<file path="src/rtl/adc_frontend_pkg.sv">
// Purpose: Shared constants and types for the front-end range and mux control.
// Assumes: One clock, synchronous active-high reset.
// Notes: Register offsets are byte addresses on the device's own register port.
package adc_frontend_pkg;

	localparam logic [7:0] OFS_OVR_A_FIRST = 8'h08;
	localparam logic [7:0] OFS_OVR_B_FIRST = 8'h09;
	localparam logic [7:0] OFS_OVR_A_SECOND = 8'h0A;
	localparam logic [7:0] OFS_OVR_B_SECOND = 8'h0B;
	localparam logic [7:0] OFS_RANGE_A = 8'h04;
	localparam logic [7:0] OFS_RANGE_B = 8'h05;
	localparam logic [7:0] OFS_RANGE_A_HI = 8'h06;
	localparam logic [7:0] OFS_RANGE_B_HI = 8'h07;
	localparam logic [7:0] OFS_CHANNEL = 8'h03;
	localparam logic [7:0] OFS_CONFIG = 8'h02;
	localparam logic [7:0] OFS_STATUS = 8'h0C;

	localparam logic [7:0] RST_OVR = 8'h00;
	localparam logic [7:0] RST_RANGE = 8'hFF;
	localparam logic [7:0] RST_CHANNEL = 8'h00;
	localparam logic [7:0] RST_CONFIG = 8'h00;

	localparam int CFG_FILTER_LSB = 0;
	localparam int CFG_SEQ_BIT = 2;
	localparam int CFG_BURST_BIT = 3;
	localparam int CH_A_LSB = 0;
	localparam int CH_B_LSB = 4;
	localparam int CH_DIAG_A_BIT = 3;
	localparam int CH_DIAG_B_BIT = 7;

	// Extra settling for filter option two after a range change
	localparam int SETTLE_US = 120;
	localparam int CLOCK_MHZ = 125;
	localparam int SETTLE_CYCLES = SETTLE_US * CLOCK_MHZ;

	typedef enum logic [1:0] {
		RANGE_2V5 = 2'b00,
		RANGE_5V = 2'b01,
		RANGE_10V = 2'b10
	} range_t;

	typedef enum logic [1:0] {
		FILTER_ONE = 2'b00,
		FILTER_TWO = 2'b01,
		FILTER_THREE = 2'b10
	} filter_t;

	typedef enum logic [1:0] {
		RANGE_PINS_SOFT = 2'b00,
		RANGE_PINS_2V5 = 2'b01,
		RANGE_PINS_5V = 2'b10,
		RANGE_PINS_10V = 2'b11
	} range_pins_t;

	// Per-channel effective range: base code plus 20 percent widen flag
	typedef struct packed {
		logic overrange;
		range_t range;
	} chan_range_t;

	// Mux selection for one converter: diag picks the internal node input
	typedef struct packed {
		logic diag;
		logic diagNode;
		logic [2:0] channel;
	} mux_sel_t;

	typedef struct packed {
		logic write;
		logic read;
		logic [7:0] addr;
		logic [7:0] wdata;
	} reg_req_t;

	typedef enum logic [1:0] {
		ST_IDLE = 2'b00,
		ST_CONVERT = 2'b01
	} conv_state_t;

endpackage

</file>
<file path="src/rtl/adc_frontend_range_mux_control.sv">
// Purpose: Range decode, overrange, filter option and channel-pair mux control.
// Assumes: Pins are synchronous to mclk; host keeps paired registers identical.
// Notes: Range codes per channel are 2 bits, four channels per range register.
`timescale 1ns/1ps
`default_nettype none

// What this block does
// Range pins 00 use software ranges; 01,10,11 force 2.5,5,10 V all channels.
// Software mode gives every channel its own programmed range.
// Group A overrange bits sit in two registers; host writes both identically.
// Group B overrange bits sit in two registers; host writes both identically.
// A set overrange bit widens that channel's range by twenty percent.
// Overrange applies only in software mode, never to pin-selected ranges.
// Range pin changes act at once; filter two needs 120 us settling.
// Filter field codes 00,01,10 select filter options one, two, three.
// Filter option is programmable only in software mode.
// Hardware mode captures channel pins at reset release as first pair.
// Hardware mode samples channel pins each conversion for the next pair.
// Diagnostic channels cannot be selected in hardware mode.
// Software mode takes the mux selection from a register field.
// Each mux has nine inputs: eight channels plus a two-input diagnostic mux.
// Sequencer and burst enables work in both hardware and software modes.
// Hardware mode pairs A n with B n; software pairs any A with any B.
module adc_frontend_range_mux_control #(
	parameter int SETTLE_COUNT = adc_frontend_pkg::SETTLE_CYCLES
) (
	input wire logic mclk,
	input wire logic rst,
	input wire logic [1:0] rangeSelectPins,
	input wire logic [2:0] channelPairSelectPins,
	input wire logic convStart,
	input wire logic convDone,
	input wire adc_frontend_pkg::reg_req_t regReq,
	output logic [7:0] regRdata,
	output logic regAck,
	output logic softwareMode,
	output adc_frontend_pkg::chan_range_t [7:0] groupARange,
	output adc_frontend_pkg::chan_range_t [7:0] groupBRange,
	output adc_frontend_pkg::filter_t filterOption,
	output adc_frontend_pkg::mux_sel_t muxA,
	output adc_frontend_pkg::mux_sel_t muxB,
	output logic sequencerEnable,
	output logic burstEnable,
	output logic settling,
	output logic converting
);

	// Refused at elaboration: a zero count would leave the settle counter zero bits wide
	if (SETTLE_COUNT < 1) begin : g_bad_settle
		$error("SETTLE_COUNT must be at least one");
	end

	localparam int CNT_W = $clog2(SETTLE_COUNT + 1);

	logic [7:0] ovrAFirst;
	logic [7:0] ovrASecond;
	logic [7:0] ovrBFirst;
	logic [7:0] ovrBSecond;
	logic [7:0] rangeA;
	logic [7:0] rangeAHi;
	logic [7:0] rangeB;
	logic [7:0] rangeBHi;
	logic [7:0] channelReg;
	logic [7:0] configReg;
	logic [1:0] prevPins;
	logic inReset;
	logic [2:0] pendingPair;
	logic [CNT_W-1:0] settleCount;
	adc_frontend_pkg::conv_state_t convState;

	logic softNow;
	logic pinsChanged;
	adc_frontend_pkg::range_t pinRange;

	// Reserved code 11 falls back to the narrowest range to stay safe
	function automatic adc_frontend_pkg::range_t decode_range(input logic [1:0] code);
		case (code)
			2'b01: decode_range = adc_frontend_pkg::RANGE_5V;
			2'b10: decode_range = adc_frontend_pkg::RANGE_10V;
			default: decode_range = adc_frontend_pkg::RANGE_2V5;
		endcase
	endfunction

	function automatic adc_frontend_pkg::filter_t decode_filter(input logic [1:0] code);
		case (code)
			2'b00: decode_filter = adc_frontend_pkg::FILTER_ONE;
			2'b01: decode_filter = adc_frontend_pkg::FILTER_TWO;
			2'b10: decode_filter = adc_frontend_pkg::FILTER_THREE;
			default: decode_filter = adc_frontend_pkg::FILTER_ONE;
		endcase
	endfunction

	always_comb begin
		softNow = (rangeSelectPins == adc_frontend_pkg::RANGE_PINS_SOFT);
		pinsChanged = (rangeSelectPins != prevPins);
		case (rangeSelectPins)
			adc_frontend_pkg::RANGE_PINS_5V: pinRange = adc_frontend_pkg::RANGE_5V;
			adc_frontend_pkg::RANGE_PINS_10V: pinRange = adc_frontend_pkg::RANGE_10V;
			default: pinRange = adc_frontend_pkg::RANGE_2V5;
		endcase
	end

	// Register writes; paired overrange registers are stored separately
	always_ff @(posedge mclk) begin
		if (rst) begin
			ovrAFirst <= adc_frontend_pkg::RST_OVR;
			ovrASecond <= adc_frontend_pkg::RST_OVR;
			ovrBFirst <= adc_frontend_pkg::RST_OVR;
			ovrBSecond <= adc_frontend_pkg::RST_OVR;
			rangeA <= adc_frontend_pkg::RST_RANGE;
			rangeAHi <= adc_frontend_pkg::RST_RANGE;
			rangeB <= adc_frontend_pkg::RST_RANGE;
			rangeBHi <= adc_frontend_pkg::RST_RANGE;
			channelReg <= adc_frontend_pkg::RST_CHANNEL;
			configReg <= adc_frontend_pkg::RST_CONFIG;
		end else if (regReq.write) begin
			if (regReq.addr == adc_frontend_pkg::OFS_OVR_A_FIRST) begin
				ovrAFirst <= regReq.wdata;
			end else if (regReq.addr == adc_frontend_pkg::OFS_OVR_A_SECOND) begin
				ovrASecond <= regReq.wdata;
			end else if (regReq.addr == adc_frontend_pkg::OFS_OVR_B_FIRST) begin
				ovrBFirst <= regReq.wdata;
			end else if (regReq.addr == adc_frontend_pkg::OFS_OVR_B_SECOND) begin
				ovrBSecond <= regReq.wdata;
			end else if (regReq.addr == adc_frontend_pkg::OFS_RANGE_A) begin
				rangeA <= regReq.wdata;
			end else if (regReq.addr == adc_frontend_pkg::OFS_RANGE_A_HI) begin
				rangeAHi <= regReq.wdata;
			end else if (regReq.addr == adc_frontend_pkg::OFS_RANGE_B) begin
				rangeB <= regReq.wdata;
			end else if (regReq.addr == adc_frontend_pkg::OFS_RANGE_B_HI) begin
				rangeBHi <= regReq.wdata;
			end else if (regReq.addr == adc_frontend_pkg::OFS_CHANNEL) begin
				channelReg <= regReq.wdata;
			end else if (regReq.addr == adc_frontend_pkg::OFS_CONFIG) begin
				configReg <= regReq.wdata;
			end
		end
	end

	// Register reads; unmapped addresses answer zero
	always_ff @(posedge mclk) begin
		if (rst) begin
			regRdata <= 8'h00;
			regAck <= 1'b0;
		end else begin
			regAck <= regReq.read | regReq.write;
			if (!regReq.read) begin
				regRdata <= 8'h00;
			end else if (regReq.addr == adc_frontend_pkg::OFS_OVR_A_FIRST) begin
				regRdata <= ovrAFirst;
			end else if (regReq.addr == adc_frontend_pkg::OFS_OVR_A_SECOND) begin
				regRdata <= ovrASecond;
			end else if (regReq.addr == adc_frontend_pkg::OFS_OVR_B_FIRST) begin
				regRdata <= ovrBFirst;
			end else if (regReq.addr == adc_frontend_pkg::OFS_OVR_B_SECOND) begin
				regRdata <= ovrBSecond;
			end else if (regReq.addr == adc_frontend_pkg::OFS_RANGE_A) begin
				regRdata <= rangeA;
			end else if (regReq.addr == adc_frontend_pkg::OFS_RANGE_A_HI) begin
				regRdata <= rangeAHi;
			end else if (regReq.addr == adc_frontend_pkg::OFS_RANGE_B) begin
				regRdata <= rangeB;
			end else if (regReq.addr == adc_frontend_pkg::OFS_RANGE_B_HI) begin
				regRdata <= rangeBHi;
			end else if (regReq.addr == adc_frontend_pkg::OFS_CHANNEL) begin
				regRdata <= channelReg;
			end else if (regReq.addr == adc_frontend_pkg::OFS_CONFIG) begin
				regRdata <= configReg;
			end else if (regReq.addr == adc_frontend_pkg::OFS_STATUS) begin
				regRdata <= {4'h0, converting, settling, filterOption == adc_frontend_pkg::FILTER_TWO,
					softwareMode};
			end else begin
				regRdata <= 8'h00;
			end
		end
	end

	// Range outputs follow the pins in the very next cycle
	always_ff @(posedge mclk) begin
		if (rst) begin
			softwareMode <= 1'b0;
			groupARange <= '0;
			groupBRange <= '0;
		end else begin
			softwareMode <= softNow;
			for (int i = 0; i < 8; i++) begin
				if (softNow) begin
					// Each channel takes its own two-bit code and overrange bit
					groupARange[i].range <= decode_range(i < 4 ? rangeA[2*(i%4) +: 2]
						: rangeAHi[2*(i%4) +: 2]);
					groupBRange[i].range <= decode_range(i < 4 ? rangeB[2*(i%4) +: 2]
						: rangeBHi[2*(i%4) +: 2]);
					groupARange[i].overrange <= ovrAFirst[i];
					groupBRange[i].overrange <= ovrBFirst[i];
				end else begin
					groupARange[i].range <= pinRange;
					groupBRange[i].range <= pinRange;
					groupARange[i].overrange <= 1'b0;
					groupBRange[i].overrange <= 1'b0;
				end
			end
		end
	end

	// Filter and sequencing configuration
	always_ff @(posedge mclk) begin
		if (rst) begin
			filterOption <= adc_frontend_pkg::FILTER_ONE;
			sequencerEnable <= 1'b0;
			burstEnable <= 1'b0;
		end else begin
			if (softNow) begin
				filterOption <= decode_filter(configReg[adc_frontend_pkg::CFG_FILTER_LSB +: 2]);
			end else begin
				filterOption <= adc_frontend_pkg::FILTER_ONE;
			end
			sequencerEnable <= configReg[adc_frontend_pkg::CFG_SEQ_BIT];
			burstEnable <= configReg[adc_frontend_pkg::CFG_BURST_BIT];
		end
	end

	// Settling flag: a range pin change under filter two blocks sample use
	always_ff @(posedge mclk) begin
		if (rst) begin
			prevPins <= 2'b00;
			settleCount <= '0;
			settling <= 1'b0;
		end else begin
			prevPins <= rangeSelectPins;
			if (pinsChanged && filterOption == adc_frontend_pkg::FILTER_TWO) begin
				settleCount <= CNT_W'(SETTLE_COUNT);
				settling <= 1'b1;
			end else if (settleCount != '0) begin
				settleCount <= settleCount - 1'b1;
				settling <= (settleCount != CNT_W'(1));
			end else begin
				settling <= 1'b0;
			end
		end
	end

	// Conversion tracking; pins sampled while converting set the next pair
	always_ff @(posedge mclk) begin
		if (rst) begin
			convState <= adc_frontend_pkg::ST_IDLE;
			converting <= 1'b0;
			pendingPair <= 3'h0;
		end else begin
			case (convState)
				adc_frontend_pkg::ST_IDLE: begin
					if (convStart) begin
						convState <= adc_frontend_pkg::ST_CONVERT;
						converting <= 1'b1;
					end
				end
				adc_frontend_pkg::ST_CONVERT: begin
					pendingPair <= channelPairSelectPins;
					if (convDone) begin
						convState <= adc_frontend_pkg::ST_IDLE;
						converting <= 1'b0;
					end
				end
				default: begin
					convState <= adc_frontend_pkg::ST_IDLE;
					converting <= 1'b0;
				end
			endcase
		end
	end

	// Mux selection; in hardware mode the first cycle after reset takes the pins as the start pair
	always_ff @(posedge mclk) begin
		if (rst) begin
			inReset <= 1'b1;
			muxA <= '0;
			muxB <= '0;
		end else begin
			inReset <= 1'b0;
			if (softNow) begin
				muxA.channel <= channelReg[adc_frontend_pkg::CH_A_LSB +: 3];
				muxB.channel <= channelReg[adc_frontend_pkg::CH_B_LSB +: 3];
				muxA.diag <= channelReg[adc_frontend_pkg::CH_DIAG_A_BIT];
				muxB.diag <= channelReg[adc_frontend_pkg::CH_DIAG_B_BIT];
				muxA.diagNode <= channelReg[adc_frontend_pkg::CH_A_LSB];
				muxB.diagNode <= channelReg[adc_frontend_pkg::CH_B_LSB];
			end else begin
				muxA.diag <= 1'b0;
				muxB.diag <= 1'b0;
				muxA.diagNode <= 1'b0;
				muxB.diagNode <= 1'b0;
				if (inReset) begin
					muxA.channel <= channelPairSelectPins;
					muxB.channel <= channelPairSelectPins;
				end else if (convState == adc_frontend_pkg::ST_CONVERT && convDone) begin
					muxA.channel <= pendingPair;
					muxB.channel <= pendingPair;
				end
			end
		end
	end

endmodule

`default_nettype wire

</file>
<file path="config.mk">
export PLATFORM = sky130hd
export DESIGN_NAME = adc_frontend_range_mux_control
export DESIGN_NICKNAME = d
export VERILOG_FILES = /design/src/rtl/adc_frontend_pkg.sv /design/src/rtl/adc_frontend_range_mux_control.sv
export SDC_FILE = /design/constraint.sdc
export NUM_CORES = 1
export LEC_CHECK = 0
export ABC_AREA = 1
export BUFFER_PORTS_ARGS = -buffer_cell sky130_fd_sc_hd__buf_2
export CAP_MARGIN = 0
export CELL_PAD_IN_SITES_DETAIL_PLACEMENT = 1
export CELL_PAD_IN_SITES_GLOBAL_PLACEMENT = 1
export CORE_MARGIN = 2
export CORE_UTILIZATION = 42
export CTS_CLUSTER_SIZE = 14
export DETAILED_ROUTE_END_ITERATION = 8
export GPL_TIMING_DRIVEN = 0
export MAX_ROUTING_LAYER = met4
export PLACE_DENSITY = 0.84
export SYNTH_ARGS = -nofsm -noshare
export SYNTH_HDL_FRONTEND = slang
export SYNTH_SLANG_ARGS = --single-unit
</file>
<file path="constraint.sdc">
create_clock -name mclk -period 2 [get_ports mclk]
set_clock_uncertainty 0.05 [all_clocks]
set_input_delay 0.2 -clock mclk [delete_from_list [all_inputs] [get_ports mclk]]
set_output_delay 0.2 -clock mclk [all_outputs]
set_load 0.005 [all_outputs]
</file>
==> qor.yml <==
status: "complete, no violations"
layout_commonest_cell: "dfxtp_1"
fmax_mhz: 538
drive_above_1_share_pct: 18.5
finalPower_w: 0.00823
top_regs: "groupARange (24), groupBRange (24), settleCount (14)"
via_per_inst: 5.27
drc_errors: 0
slew_viol_final: 0
gr-total-overflow: 0
syn_to_final_growth_pct: 20.5
track_usage_pct: 26.1
finish.instance_area_um2: 8200
num_vias: 6354
yosysTopAreaCellShare_pct: 51.2
synth_seq_cells: 174
cpMaxStageDelayCell: "buf_1"
power_leakage_nw: 3.73
clockBufferDepth: 2
slowest_delay_ns: 0.58
detail_route.wl_per_cell_um: 17.9
fp.dieH_um: 131
cp.required_ns: 2.23
ys_seq_area_share_pct: 51.2
worstSetupPathType: "in2reg"
place_area_um2: 7570
grt_pass1_vias: 6392
htreeDepth: 4
crit_family: "buffers and inverters"
grt_pass1_wl_um: 34300
worstHoldPathType: "in2reg"
end_kind: "flop"
drv_cap: 0
num_antenna_cells: 0
cp_common_cell: "clkbuf_1"
yosysWarnings: 0
fp.dieW_um: 131
rsz0062_at_grt: "no"
grt_max_degree: 17
wl_um: 21600
core_area_um2: 15900
worstPathCellList: "buf_2, clkbuf_1, inv_1, clkbuf_1, buf_1, o211ai_1"
synthCells: 855
start_util_pct: 42.8
setup_tns_ns: 0
nNetsFinal: 1009
drt_pass1_iterations: 5
ys_types: 40
cts_setup_buffers: 0
yosysTopAreaCell: "dfxtp_1"
clk_root_buffer_cell: "clkbuf_16"
hold_viol: 0
path_buf_inv: 5
first_iter_violations: 403
io_buffers: 100
syn_area_per_cell_um2: 7.96
final_cell_mix: "173 x dfxtp_1, 145 x nand2_1, 104 x buf_2, 103 x inv_1, 90 x a21oi_1"
dp_slack_ns: -0.266
power.density_nw_per_um2: 1000
period_share_pct: 92.9
synth.area.top_cells: "dfxtp_1 51%, nand2_1 8.0%, a21oi_1 6.6%"
irDropWorstVdd_mv: 0.627
syn_nets: 885
place_congestion: 0.911
antenna_found_initial: 0
setup_viol: 0
cts_tree: "yes"
drtAntennaViolNets: 0
synth_area_um2: 6800
nFillCells: 2006
num_rows: 46
numCtsBuffers: 17
insertion_delay_ns: 0.44
die_area_um2: 17200
post-route-min-period_ns: 1.86
crit_path_start_kind: "primary input"
place_hpwl_um: 15800
worst_slack_ns: 0.142
worst_pin_slew_ns: 0.688
clk_pin_slew_worst_paths_ns: 0.06
cp.arrival_ns: 2.09
cp_max_fo: 10
ioPinCount: 101
cts.sinks: 174
maxSlewHeadroom_pct: 54.1
## cell type report
| type | count | area (um^2) | area share (%) |
|---|---|---|---|
| plain buffers | 31 | 145 | 1.77 |
| clock buffers | 20 | 437 | 5.33 |
| clock inverters | 10 | 118 | 1.43 |
| inverters | 116 | 440 | 5.37 |
| multi-input cells | 534 | 2750 | 33.6 |
| flip-flops and latches | 174 | 3480 | 42.5 |
| well taps | 216 | 270 | 3.30 |
| repair buffers | 105 | 551 | 6.71 |
## cell families (layout without fill, tap and decap cells)
logic type / count (synthesis) / count (layout) / share of synthesized area, %
flops: 174 / 174 / 51.2
fa+ha+maj: 3 / 3 / 0.552
compound gates: 213 / 213 / 18.8
buf+inv: 147 / 282 / 8.59
simple gates: 312 / 312 / 20.1
xor+xnor: 6 / 6 / 0.773
## path summary, 6_finish.rpt
check | startpoint | to | slack, ns | depth (start not counted)
worst max-delay path | rst | rangeA[7] | 0.14 | 6
worst min-delay path | channelPairSelectPins[1] | pendingPair[1] | 0.005 | 3
worst max register to register | settleCount[4] | settleCount[4] | 0.21 | 9
worst min register to register | ovrAFirst[4] | groupARange[14] | 0.40 | 2
## worst min-delay path, delay by kind of cell
kind            cells  cell delay (ns)
compound gates      1             0.08
buf+inv             2             0.16
## synth_stat cells
| cell | instances |
|---|---|
| dfxtp_1 | 174 |
| nand2_1 | 145 |
| inv_1 | 104 |
| a21oi_1 | 90 |
| nor2_1 | 85 |
| o21ai_0 | 47 |
| nand3_1 | 40 |
| o211ai_1 | 24 |
| clkbuf_1 | 20 |
| o31ai_1 | 15 |
| inv_2 | 11 |
| nand4_1 | 10 |
| a211oi_1 | 9 |
| nor2_2 | 9 |
| o211ai_2 | 8 |
| nor3_1 | 7 |
| o22ai_1 | 6 |
| a31oi_1 | 4 |
| buf_2 | 4 |
| buf_4 | 4 |
| o21ai_1 | 4 |
| a221oi_1 | 3 |
| ha_1 | 3 |
| nand3_2 | 3 |
| nor3_2 | 3 |
| xnor2_1 | 3 |
| xor2_1 | 3 |
| buf_1 | 2 |
| nand2_2 | 2 |
| nor2_4 | 2 |
| or2_2 | 2 |
| buf_6 | 1 |
| inv_6 | 1 |
| nand2_4 | 1 |
| nand3b_1 | 1 |
| nor3_4 | 1 |
| nor4_1 | 1 |
| o2111ai_1 | 1 |
| o21a_1 | 1 |
| o21bai_1 | 1 |
## metal layers
layer	vias up	global-route usage (%)	routed length, um
met3	40	4.24	1080
li1	3069	-	-
met2	187	42.5	10300
met4	0	10.5	642
met5	-	-	0
met1	3058	32.5	9480
## what timing repair did
action	in CTS	in global routing
endpoints found under the hold margin	5	0
setup endpoints to repair	0	5
resized for setup	0	7
hold buffers	5	0
## through the flow
stage / utilization [%] / hold WS, ns / std cells
after floorplan: - / 0.178 / 855
after detailed placement: 47.7 / 0.277 / 1171
after global routing: 51.6 / 0.0373 / 1206
final: 51.6 / 0.00518 / 1206
after CTS: 51.5 / 0.00222 / 1206
after global placement: 47.7 / 0.276 / 1171
## power breakdown
part           leakage [nW]  switching [W]  total (W)  internal, W
combinational          2.05       0.000801    0.00124     0.000439
sequential             1.41       0.000148    0.00378      0.00364
clock                 0.258        0.00138    0.00320      0.00182
total                  3.73        0.00233    0.00823      0.00590
No activity file was read; power rests on OpenSTA's default activity.
